--- config.mk ---
export PLATFORM = sky130hd
export DESIGN_NAME = bft_breaker_failure_timer
export DESIGN_NICKNAME = d
export VERILOG_FILES = /design/src/verilog/bft_log_mem.v /design/src/verilog/bft_breaker_failure_timer.v
export VERILOG_INCLUDE_DIRS = /design/src /design/src/verilog
export SDC_FILE = /design/constraint.sdc
export NUM_CORES = 2
export LEC_CHECK = 0
export CAP_MARGIN = 20
export CORE_MARGIN = 1
export CORE_UTILIZATION = 55
export CTS_CLUSTER_DIAMETER = 40
export DETAILED_ROUTE_END_ITERATION = 8
export DONT_BUFFER_PORTS = 1
export GPL_ROUTABILITY_DRIVEN = 0
export PLACE_DENSITY = 0.74
export SLEW_MARGIN = 40
export SYNTH_ARGS = -nofsm -noshare
export SYNTH_HDL_FRONTEND = slang
export SYNTH_HIERARCHICAL = 1
export SYNTH_SLANG_ARGS = --single-unit
--- constraint.sdc ---
create_clock -name aclk -period 10.55 [get_ports aclk]
set_input_delay 0 -clock aclk [delete_from_list [all_inputs] [get_ports aclk]]
set_output_delay 0 -clock aclk [all_outputs]
set_load 0.02 [all_outputs]
--- src/verilog/bft_consts.vh ---
// Purpose: Shared constants of the breaker failure timer.
// Assumes: Included by its bare name from the design files.
// Notes: Delays count in steps of one program cycle.
`ifndef BFT_CONSTS_VH
`define BFT_CONSTS_VH
`define BFT_CLK_HZ 10000000
`define BFT_STEP_US 5000
`define BFT_TICK_CYCLES (`BFT_CLK_HZ / 1000000 * `BFT_STEP_US)
`define BFT_STEP_MS 5
`define BFT_FAIL_DELAY_MS 200
`define BFT_RETRIP_DELAY_MS 100
`define BFT_FAIL_STEPS (`BFT_FAIL_DELAY_MS / `BFT_STEP_MS)
`define BFT_RETRIP_STEPS (`BFT_RETRIP_DELAY_MS / `BFT_STEP_MS)
`define BFT_DELAY_W 20
`define BFT_REG_CONFIG 8'h00
`define BFT_REG_FAIL_DELAY 8'h04
`define BFT_REG_RETRIP_DELAY 8'h08
`define BFT_REG_EVENT_SEL 8'h0C
`define BFT_REG_STATUS 8'h10
`define BFT_REG_TIME_TO_FAIL 8'h14
`define BFT_REG_TIME_TO_RETRIP 8'h18
`define BFT_REG_LOG_STATE 8'h1C
`define BFT_REG_LOG_SEL 8'h20
`define BFT_REG_LOG_STAMP 8'h24
`define BFT_REG_LOG_CURRENT 8'h28
`define BFT_REG_LOG_RETRIP 8'h2C
`define BFT_REG_LOG_FAIL 8'h30
`define BFT_CONFIG_RST 3'h4
`define BFT_EVENT_SEL_RST 16'hFFFF
`define BFT_CRIT_CUR 2'h0
`define BFT_CRIT_CUR_AND_OUT 2'h1
`define BFT_CRIT_CUR_OR_OUT 2'h2
`define BFT_CRIT_INPUT 2'h3
`define BFT_CFG_RETRIP_BIT 2
`define BFT_COND_NORMAL 3'h0
`define BFT_COND_START 3'h1
`define BFT_COND_RETRIP 3'h2
`define BFT_COND_FAIL 3'h3
`define BFT_COND_BLOCKED 3'h4
`define BFT_EV_SOURCES 8
`define BFT_LOG_DEPTH 12
`define BFT_LOG_AW 4
`define BFT_LOG_W 111
`define BFT_LOG_LAST 4'hB
`define BFT_RESP_OKAY 2'h0
`define BFT_RESP_SLVERR 2'h2
`endif

--- src/verilog/bft_log_mem.v ---
// Purpose: Storage for the operation log entries.
// Assumes: One write port and one read port on the same clock.
// Notes: Slots never written read as unknown; software reads written ones.
`timescale 1ns/1ns
module bft_log_mem #(
  parameter W = 111,
  parameter D = 12,
  parameter A = 4
) (
  // Clock and reset
  input wire aclk,
  input wire aresetn,
  // Write side
  input wire we,
  input wire [A-1:0] waddr,
  input wire [W-1:0] wdata,
  // Read side
  input wire [A-1:0] raddr,
  output reg [W-1:0] rdata
);
  reg [W-1:0] mem [0:D-1];

  always @(posedge aclk)
  begin
    if (we)
    begin
      mem[waddr] <= wdata;
    end
  end

  always @(posedge aclk)
  begin
    if (!aresetn)
    begin
      rdata <= {W{1'b0}};
    end
    else
    begin
      rdata <= mem[raddr];
    end
  end
endmodule

--- src/verilog/bft_breaker_failure_timer.v ---
// Purpose: Breaker failure supervision with timers, events and a log.
// Assumes: Comparator and trip inputs are synchronous to aclk.
// Notes: Timers advance once per program cycle of TICK_CYCLES clocks.
// What this block does
// - Current-only: overcurrent starts timer, trip ignored.
// - Current-only: expiry with current high asserts failure.
// - Current-only: timer clears when currents drop.
// - Current-and-output: timer halted until trip active.
// - Current-and-output: run and fail while both hold.
// - Current-and-output: reset when either one drops.
// - Current-or-output: either condition starts counting.
// - Current-or-output: either persisting full delay fails.
// - Current-or-output: reset only when both drop.
// - Dedicated mode: digital input drives the timer.
// - Dedicated mode: own trip output for failure only.
// - ON/OFF events for eight sources, selectable.
// - Events carry time stamp and process data.
// - Rolling log of twelve latest operations.
// - Log entry holds stamp, currents, times, group.
// - Block sampled per cycle; blocked pick-up stops.
// - One pick-up drives both timers together.
// - Failure delay in 5 ms steps, default 200 ms.
`timescale 1ns/1ns
`include "bft_consts.vh"
module bft_breaker_failure_timer #(
  parameter TICK_CYCLES = `BFT_TICK_CYCLES
) (
  // Clock and reset
  input wire aclk,
  input wire aresetn,
  // Supervision inputs
  input wire phase_over,
  input wire resid_over,
  input wire trip_monitor,
  input wire dig_in,
  input wire block_in,
  // Process data
  input wire [31:0] time_stamp,
  input wire [15:0] max_phase_current,
  input wire [15:0] residual_current,
  input wire [2:0] setting_group,
  // Protection outputs
  output reg breaker_failure_output,
  output reg repeat_trip_output,
  output reg unit_trip_output,
  output reg start_output,
  output reg blocked_output,
  // Event stream
  output reg failure_event_block_valid,
  output reg [2:0] failure_event_block_source,
  output reg failure_event_block_on,
  output reg [31:0] failure_event_block_stamp,
  output reg [15:0] failure_event_block_phase,
  output reg [15:0] failure_event_block_resid,
  // AXI4-Lite write address
  input wire [7:0] s_axi_awaddr,
  input wire s_axi_awvalid,
  output wire s_axi_awready,
  // AXI4-Lite write data
  input wire [31:0] s_axi_wdata,
  input wire [3:0] s_axi_wstrb,
  input wire s_axi_wvalid,
  output wire s_axi_wready,
  // AXI4-Lite write response
  output reg [1:0] s_axi_bresp,
  output reg s_axi_bvalid,
  input wire s_axi_bready,
  // AXI4-Lite read address
  input wire [7:0] s_axi_araddr,
  input wire s_axi_arvalid,
  output wire s_axi_arready,
  // AXI4-Lite read data
  output reg [31:0] s_axi_rdata,
  output reg [1:0] s_axi_rresp,
  output reg s_axi_rvalid,
  input wire s_axi_rready
);
  localparam [19:0] FAIL_RST = `BFT_FAIL_STEPS;
  localparam [19:0] RETRIP_RST = `BFT_RETRIP_STEPS;

  reg [2:0] config_reg;
  reg [19:0] fail_delay;
  reg [19:0] retrip_delay;
  reg [15:0] event_sel;
  reg [3:0] log_sel;
  reg [31:0] tick_cnt;
  reg block_q;
  reg [19:0] fail_cnt;
  reg [19:0] rtr_cnt;
  reg [7:0] src_prev;
  reg [15:0] pend;
  reg [3:0] log_wp;
  reg [3:0] log_count;
  reg aw_held;
  reg [7:0] aw_addr;
  reg w_held;
  reg [31:0] w_data;
  reg [3:0] w_strb;
  reg pick;
  reg armed;
  reg [2:0] cond;
  reg [31:0] rd_mux;
  reg rd_ok;
  reg [3:0] gidx;
  reg gany;
  integer i;

  wire tick = (tick_cnt == TICK_CYCLES - 1);
  wire cur = phase_over | resid_over;
  wire [1:0] crit = config_reg[1:0];
  wire retrip_en = config_reg[`BFT_CFG_RETRIP_BIT];
  wire run = pick & ~block_q;
  wire fail_due = fail_cnt >= fail_delay;
  wire rtr_due = rtr_cnt >= retrip_delay;
  wire [19:0] ttf = fail_due ? 20'h0 : fail_delay - fail_cnt;
  wire [19:0] ttr = rtr_due ? 20'h0 : retrip_delay - rtr_cnt;
  wire [7:0] src_now = {resid_over, phase_over, dig_in, trip_monitor,
                        blocked_output, breaker_failure_output,
                        repeat_trip_output, start_output};
  wire [7:0] rise = src_now & ~src_prev;
  wire [7:0] fall = ~src_now & src_prev;
  wire [15:0] ev_set = {fall & event_sel[15:8], rise & event_sel[7:0]};
  wire [15:0] grant = gany ? (16'h1 << gidx) : 16'h0;
  wire log_we = gany & ~gidx[3] & ~gidx[2];
  wire [110:0] log_wdata = {setting_group, gidx, ttf, ttr,
                            residual_current, max_phase_current,
                            time_stamp};
  wire [3:0] log_raddr = (log_sel > `BFT_LOG_LAST) ? 4'h0 : log_sel;
  wire [110:0] log_rdata;
  wire wr_go = aw_held & w_held & ~s_axi_bvalid;
  wire [31:0] wmask = {{8{w_strb[3]}}, {8{w_strb[2]}},
                       {8{w_strb[1]}}, {8{w_strb[0]}}};
  wire [31:0] w_masked = w_data & wmask;
  wire [7:0] wa = {aw_addr[7:2], 2'h0};
  wire [7:0] ra = {s_axi_araddr[7:2], 2'h0};

  assign s_axi_awready = ~aw_held & ~s_axi_bvalid;
  assign s_axi_wready = ~w_held & ~s_axi_bvalid;
  assign s_axi_arready = ~s_axi_rvalid;

  // Exactly one criterion forms the shared pick-up.
  always @*
  begin
    case (crit)
      `BFT_CRIT_CUR: pick = cur;
      `BFT_CRIT_CUR_AND_OUT: pick = cur & trip_monitor;
      `BFT_CRIT_CUR_OR_OUT: pick = cur | trip_monitor;
      default: pick = dig_in;
    endcase
    // Overcurrent alone shows as a start while the timer stays halted.
    armed = (crit == `BFT_CRIT_CUR_AND_OUT) ? cur : pick;
  end

  always @(posedge aclk)
  begin
    if (!aresetn)
    begin
      tick_cnt <= 32'h0;
      block_q <= 1'b0;
    end
    else
    begin
      tick_cnt <= tick ? 32'h0 : tick_cnt + 32'h1;
      if (tick)
      begin
        block_q <= block_in;
      end
    end
  end

  // Both timers share one pick-up and clear together when it drops.
  always @(posedge aclk)
  begin
    if (!aresetn)
    begin
      fail_cnt <= 20'h0;
      rtr_cnt <= 20'h0;
      breaker_failure_output <= 1'b0;
      repeat_trip_output <= 1'b0;
      unit_trip_output <= 1'b0;
      start_output <= 1'b0;
      blocked_output <= 1'b0;
    end
    else
    begin
      start_output <= armed & ~block_q;
      blocked_output <= armed & block_q;
      if (!run)
      begin
        fail_cnt <= 20'h0;
        rtr_cnt <= 20'h0;
        breaker_failure_output <= 1'b0;
        repeat_trip_output <= 1'b0;
        unit_trip_output <= 1'b0;
      end
      else
      begin
        if (tick && !fail_due)
        begin
          fail_cnt <= fail_cnt + 20'h1;
        end
        if (tick && !rtr_due)
        begin
          rtr_cnt <= rtr_cnt + 20'h1;
        end
        breaker_failure_output <= fail_due;
        repeat_trip_output <= retrip_en & rtr_due;
        unit_trip_output <= (crit == `BFT_CRIT_INPUT) & fail_due;
      end
    end
  end

  // Lowest pending event goes out first; others wait their turn.
  always @*
  begin
    gany = 1'b0;
    gidx = 4'h0;
    for (i = 15; i >= 0; i = i - 1)
    begin
      if (pend[i])
      begin
        gany = 1'b1;
        gidx = i[3:0];
      end
    end
  end

  genvar g;
  generate
    for (g = 0; g < 16; g = g + 1)
    begin : pend_bit
      always @(posedge aclk)
      begin
        if (!aresetn)
        begin
          pend[g] <= 1'b0;
        end
        else
        begin
          // A new edge wins over the grant that clears the bit.
          pend[g] <= ev_set[g] | (pend[g] & ~grant[g]);
        end
      end
    end
  endgenerate

  always @(posedge aclk)
  begin
    if (!aresetn)
    begin
      src_prev <= 8'h0;
      failure_event_block_valid <= 1'b0;
      failure_event_block_source <= 3'h0;
      failure_event_block_on <= 1'b0;
      failure_event_block_stamp <= 32'h0;
      failure_event_block_phase <= 16'h0;
      failure_event_block_resid <= 16'h0;
      log_wp <= 4'h0;
      log_count <= 4'h0;
    end
    else
    begin
      src_prev <= src_now;
      failure_event_block_valid <= gany;
      failure_event_block_source <= gidx[2:0];
      failure_event_block_on <= ~gidx[3];
      failure_event_block_stamp <= time_stamp;
      failure_event_block_phase <= max_phase_current;
      failure_event_block_resid <= residual_current;
      if (log_we)
      begin
        log_wp <= (log_wp == `BFT_LOG_LAST) ? 4'h0 : log_wp + 4'h1;
        if (log_count != `BFT_LOG_DEPTH)
        begin
          log_count <= log_count + 4'h1;
        end
      end
    end
  end

  bft_log_mem #(
    .W(`BFT_LOG_W),
    .D(`BFT_LOG_DEPTH),
    .A(`BFT_LOG_AW)
  ) u_log (
    .aclk(aclk),
    .aresetn(aresetn),
    .we(log_we),
    .waddr(log_wp),
    .wdata(log_wdata),
    .raddr(log_raddr),
    .rdata(log_rdata)
  );

  // Address and data may arrive in either order.
  always @(posedge aclk)
  begin
    if (!aresetn)
    begin
      aw_held <= 1'b0;
      aw_addr <= 8'h0;
      w_held <= 1'b0;
      w_data <= 32'h0;
      w_strb <= 4'h0;
      s_axi_bvalid <= 1'b0;
      s_axi_bresp <= `BFT_RESP_OKAY;
      config_reg <= `BFT_CONFIG_RST;
      fail_delay <= FAIL_RST;
      retrip_delay <= RETRIP_RST;
      event_sel <= `BFT_EVENT_SEL_RST;
      log_sel <= 4'h0;
    end
    else
    begin
      if (s_axi_awvalid && s_axi_awready)
      begin
        aw_held <= 1'b1;
        aw_addr <= s_axi_awaddr;
      end
      if (s_axi_wvalid && s_axi_wready)
      begin
        w_held <= 1'b1;
        w_data <= s_axi_wdata;
        w_strb <= s_axi_wstrb;
      end
      if (s_axi_bvalid && s_axi_bready)
      begin
        s_axi_bvalid <= 1'b0;
      end
      if (wr_go)
      begin
        aw_held <= 1'b0;
        w_held <= 1'b0;
        s_axi_bvalid <= 1'b1;
        s_axi_bresp <= `BFT_RESP_OKAY;
        case (wa)
          `BFT_REG_CONFIG:
            config_reg <= (config_reg & ~wmask[2:0]) | w_masked[2:0];
          `BFT_REG_FAIL_DELAY:
            fail_delay <= (fail_delay & ~wmask[19:0]) | w_masked[19:0];
          `BFT_REG_RETRIP_DELAY:
            retrip_delay <= (retrip_delay & ~wmask[19:0]) | w_masked[19:0];
          `BFT_REG_EVENT_SEL:
            event_sel <= (event_sel & ~wmask[15:0]) | w_masked[15:0];
          `BFT_REG_LOG_SEL:
            log_sel <= (log_sel & ~wmask[3:0]) | w_masked[3:0];
          `BFT_REG_STATUS, `BFT_REG_TIME_TO_FAIL, `BFT_REG_TIME_TO_RETRIP,
          `BFT_REG_LOG_STATE, `BFT_REG_LOG_STAMP, `BFT_REG_LOG_CURRENT,
          `BFT_REG_LOG_RETRIP, `BFT_REG_LOG_FAIL:
            s_axi_bresp <= `BFT_RESP_OKAY;
          default:
            s_axi_bresp <= `BFT_RESP_SLVERR;
        endcase
      end
    end
  end

  always @*
  begin
    if (blocked_output)
      cond = `BFT_COND_BLOCKED;
    else if (breaker_failure_output)
      cond = `BFT_COND_FAIL;
    else if (repeat_trip_output)
      cond = `BFT_COND_RETRIP;
    else if (start_output)
      cond = `BFT_COND_START;
    else
      cond = `BFT_COND_NORMAL;
  end

  always @*
  begin
    rd_ok = 1'b1;
    rd_mux = 32'h0;
    case (ra)
      `BFT_REG_CONFIG: rd_mux = {29'h0, config_reg};
      `BFT_REG_FAIL_DELAY: rd_mux = {12'h0, fail_delay};
      `BFT_REG_RETRIP_DELAY: rd_mux = {12'h0, retrip_delay};
      `BFT_REG_EVENT_SEL: rd_mux = {16'h0, event_sel};
      `BFT_REG_STATUS: rd_mux = {24'h0, unit_trip_output, block_q,
                                 run, cur, 1'b0, cond};
      `BFT_REG_TIME_TO_FAIL: rd_mux = {12'h0, ttf};
      `BFT_REG_TIME_TO_RETRIP: rd_mux = {12'h0, ttr};
      `BFT_REG_LOG_STATE: rd_mux = {24'h0, log_count, log_wp};
      `BFT_REG_LOG_SEL: rd_mux = {28'h0, log_sel};
      `BFT_REG_LOG_STAMP: rd_mux = log_rdata[31:0];
      `BFT_REG_LOG_CURRENT: rd_mux = log_rdata[63:32];
      `BFT_REG_LOG_RETRIP: rd_mux = {12'h0, log_rdata[83:64]};
      `BFT_REG_LOG_FAIL: rd_mux = {1'b0, log_rdata[110:104], 4'h0,
                                   log_rdata[103:84]};
      default: rd_ok = 1'b0;
    endcase
  end

  // Log data come from a registered read, so select the slot beforehand.
  always @(posedge aclk)
  begin
    if (!aresetn)
    begin
      s_axi_rvalid <= 1'b0;
      s_axi_rdata <= 32'h0;
      s_axi_rresp <= `BFT_RESP_OKAY;
    end
    else
    begin
      if (s_axi_arvalid && s_axi_arready)
      begin
        s_axi_rvalid <= 1'b1;
        s_axi_rdata <= rd_mux;
        s_axi_rresp <= rd_ok ? `BFT_RESP_OKAY : `BFT_RESP_SLVERR;
      end
      else if (s_axi_rvalid && s_axi_rready)
      begin
        s_axi_rvalid <= 1'b0;
      end
    end
  end
endmodule

==> reports/qor.csv <==
stage,metric,value,unit
global_route,GRT Overall Usage,0.281,
route,WL per Instance,28.7,µm
power_and_ir_drop,PD cells,187,nW/µm²
clocking,worst skew pair latency,0.84,ns
worst_setup_path,Worst path slowest cell,o31ai_4,
sta,min Tclk post-route,4.86,ns
die,# IOs,246,
worst_setup_path,type of origin of the critical path,register,
sta,max-slew violation count,0,
global_route,GR Overflow Total,0,
worst_setup_path,crit-path max FO,14,
route,vias per cell,6.35,
worst_setup_path,Crit. End Element,register,
synthesis,Post-synth EDFFs,1332,
global_route,largest net degree at the start of global routing,218,
clocking,clock tree buffer depth,3,
power_and_ir_drop,leakage dissipation,25.3,nW
place,DPL Wire Length,98900,µm
min_path,HP Class,primary input to register,
worst_setup_path,WP data arrival,5.52,ns
power_and_ir_drop,sw frac,0.215,
die,num rows,128,
worst_setup_path,"Cell Chain, Critical Path",ha_1 > inv_1 > fa_1 > a21o_1 > a221oi_1 > o31ai_2 > o31ai_4 > buf_4 > nor3_1 > dlygate4sd3_1 > nand3_1 > o211ai_1 > dlygate4sd3_1,
worst_setup_path,Crit path top cell by count,dlygate4sd3_1,
synthesis,Mapped Area,67800,µm²
clocking,post-CTS setup buffers,0,
status,outcome,"finished, final reports clean",
sta,headroom to the max-slew limit,0.341,
worst_setup_path,WP data required,11.21,ns
clocking,root buffer cell,clkbuf_16,
synthesis,Post-Synthesis Cells,4050,
sta,final setup fails,0,
power_and_ir_drop,Sw Pwr,3.14,mW
die,Initial Util,0.556,
synthesis,Synth Register Bits,1752,
final_layout,share of layout cells above drive strength 1,0.179,
route,DRT iter0 DRCs,4701,
final_layout,Area Growth Syn to Fin,15.4,%
power_and_ir_drop,Comb pwr share,0.024,
die,DIE WIDTH,353,µm
sta,fmax,206,MHz
power_and_ir_drop,Reg power frac,0.517,
route,drt pass-1 iters,8,
sta,unrepaired setup endpoints after global routing,false,
clocking,CTS tree,yes,
route,DRC viols,0,
die,core region area,122000,µm²
synthesis,"Primary FF master, synth",edfxtp_1,
final_layout,final design instance area without fill,78300,µm²
final_layout,# fillers,8188,
power_and_ir_drop,Max VDD drop,171,µV
worst_setup_path,Slowest Stage Delay on Critical Path,0.72,ns
die,DIE HEIGHT,353,µm
route,vias,38700,
route,ANT nets after route,0,
synthesis,"Avg Cell Area, Syn",16.7,µm²
clocking,CTS buffer count,191,
global_route,vias in the first global route,38400,
clocking,clock tree sinks,1752,
sta,setup_tns,0,ns
synthesis,Async SR Flop Fraction,0,
sta,Worst-Margin Slew,0.983,ns
global_route,first-pass GRT wire length,256000,µm
die,die footprint,125000,µm²
synthesis,sequential fraction of the synthesis area,0.714,
global_route,initial antenna violation count,23,
worst_setup_path,CP Class,register to register,
clocking,H-Tree Depth,4,
sta,Tcrit/Tclk final,0.461,
sta,Final Hold Fails,0,
clocking,post-cts sizing count,0,
place,placed cell area,69800,µm²
sta,Fin Clk Skew,0.0759,ns
power_and_ir_drop,P_int,11.5,mW
clocking,clock slew seen by the registers of the worst setup and hold paths,0.06,ns
synthesis,Ys Warns,6,
clocking,hold buffers post-CTS,176,
route,final wirelength,175000,µm
final_layout,Final #Nets,4464,
place,port bufs,0,
power_and_ir_drop,clock share of power,0.459,
flow_run,maxcap violations,0,
synthesis,post-synthesis cell type count,82,
==> per-stage QoR <==
stage | setup slack [ns] | util | total power [mW] | instances | hold slack [ns]
after global placement | 6.16 | 0.569 | 7.91 | 5523 | 0.0993
after global routing | 5.51 | 0.642 | 15.0 | 6084 | 0.0539
after floorplan | 0.976 | - | 7.82 | 4051 | 0.0989
after CTS | 5.92 | 0.640 | 14.7 | 6074 | 0.00783
final | 5.69 | 0.642 | 14.6 | 6089 | 0.0536
after detailed placement | 6.29 | 0.572 | 7.92 | 5537 | 0.0992
==> flip-flops by register name (all words and copies together), names as in the netlist, 20 cells and up, named ones only <==
signal	count
w_data	20
u_log/mem	1332
s_axi_rdata	32
u_log/rdata	111
tick_cnt	32
rtr_cnt	20
fail_cnt	20
failure_event_block_stamp	32
==> routing by layer <==
| metal | vias up | share of wire | wire (µm) | GRT usage |
|---|---|---|---|---|
| met5 | - | 0.00080 | 139 | 0 |
| met4 | 22 | 0.032 | 5640 | 0.0929 |
| met3 | 401 | 0.12 | 20400 | 0.0841 |
| met2 | 2138 | 0.46 | 81200 | 0.433 |
| met1 | 19800 | 0.39 | 67400 | 0.384 |
| li1 | 16400 | - | - | - |
==> cells by family (layout without fill, tap and decap cells) <==
| group | count (synthesis) | in the layout | share of synthesized area |
|---|---|---|---|
| AOI/OAI and AO/OA | 596 | 596 | 0.0544 |
| xor gates and xnor gates | 97 | 97 | 0.0125 |
| adders and majority gates | 48 | 48 | 0.00907 |
| buffers and inverters | 285 | 687 | 0.0208 |
| DFF | 1752 | 1752 | 0.714 |
| muxes | 487 | 487 | 0.133 |
| other | 1 | 13 | 0.0000553 |
| and+or+nand+nor | 784 | 784 | 0.0563 |
==> power by group through the flow <==
stage          clock (mW)  combinational, mW  sequential, mW
6_report             6.71              0.347            7.56
4_1_cts              6.77              0.338            7.56
3_3_place_gp            0              0.204            7.71
5_1_grt              7.05              0.372            7.56
3_5_place_dp            0              0.214            7.71
2_1_floorplan           0              0.157            7.67
==> layout make-up <==
class / count / area, µm² / area share
Clock buffer: 248 / 5280 / 0.0674
Inverter: 78 / 303 / 0.00387
Multi-Input combinational cell: 2014 / 18300 / 0.233
Antenna cell: 11 / 27.5 / 0.000352
Sequential cell: 1752 / 48400 / 0.618
Timing Repair Buffer: 248 / 2760 / 0.0352
Clock inverter: 113 / 1240 / 0.0159
Tap cell: 1625 / 2030 / 0.0260
==> worst max-delay path, delay by kind of cell (launching register included) <==
family                   cells  cell delay (ns)
AO/OA/AOI/OAI                5             1.79
buffers and inverters        4             1.65
adder cells (fa/ha/maj)      2             0.60
flip-flops                   1             0.42
AND/OR/NAND/NOR              2             0.23
==> cells in the mapped netlist, types with 10 or more instances <==
cell	instances	area share
a21o_1	20	0.0022
a21oi_1	229	0.017
a221oi_1	30	0.0039
a22o_1	19	0.0025
a22oi_1	41	0.0045
a31oi_1	10	0.00092
and2_1	81	0.0075
and3_1	20	0.0018
buf_2	43	0.0032
buf_4	24	0.0027
buf_6	25	0.0042
clkbuf_1	104	0.0058
dfxtp_1	420	0.12
edfxtp_1	1332	0.59
ha_1	46	0.0085
inv_1	75	0.0042
mux2i_1	152	0.022
mux4_2	333	0.11
nand2_1	196	0.011
nand2b_1	20	0.0018
nand3_1	81	0.0060
nand3b_1	18	0.0020
nand4_1	36	0.0033
nor2_1	231	0.013
nor2b_1	14	0.0013
nor3_1	30	0.0022
nor4_1	14	0.0013
o211ai_1	13	0.0014
o21ai_0	130	0.0096
o21ai_1	25	0.0018
xnor2_1	63	0.0081
xor2_1	34	0.0044
==> final timing paths <==
check / startpoint / endpoint / slack, ns / cells past startpoint
worst min-delay path: s_axi_araddr[5] / s_axi_rdata[13] / 0.05 / 5
worst min register to register: tick_cnt[0] / tick_cnt[0] / 0.46 / 1
worst max-delay path: rtr_cnt[0] / s_axi_rdata[18] / 5.69 / 13
worst max register to register: rtr_cnt[0] / s_axi_rdata[18] / 5.69 / 13
==> layout by cell type (no fill, tap or decap), types with 12 or more instances in the layout <==
cell type / instances
edfxtp_1: 1332
dfxtp_1: 420
mux4_2: 333
a21oi_1: 227
nor2_1: 200
nand2_1: 194
clkbuf_16: 194
dlygate4sd3_1: 175
mux2i_1: 152
o21ai_0: 130
nand3_1: 81
and2_1: 80
inv_1: 75
xnor2_1: 63
ha_1: 46
a22oi_1: 41
nand4_1: 36
xor2_1: 34
clkbuf_1: 32
buf_4: 32
clkinv_2: 30
a221oi_1: 29
nor3_1: 27
o21ai_1: 25
clkbuf_8: 22
and3_1: 20
nand2b_1: 20
clkinvlp_4: 20
a21o_1: 19
nor2_2: 19
a22o_1: 19
nand3b_1: 18
buf_6: 16
clkinv_4: 14
o211ai_1: 13
nor4_1: 13
buf_16: 13
clkinv_1: 12
nor2_4: 12
bufinv_16: 12
Note: power is estimated with default switching activity, not from simulation.
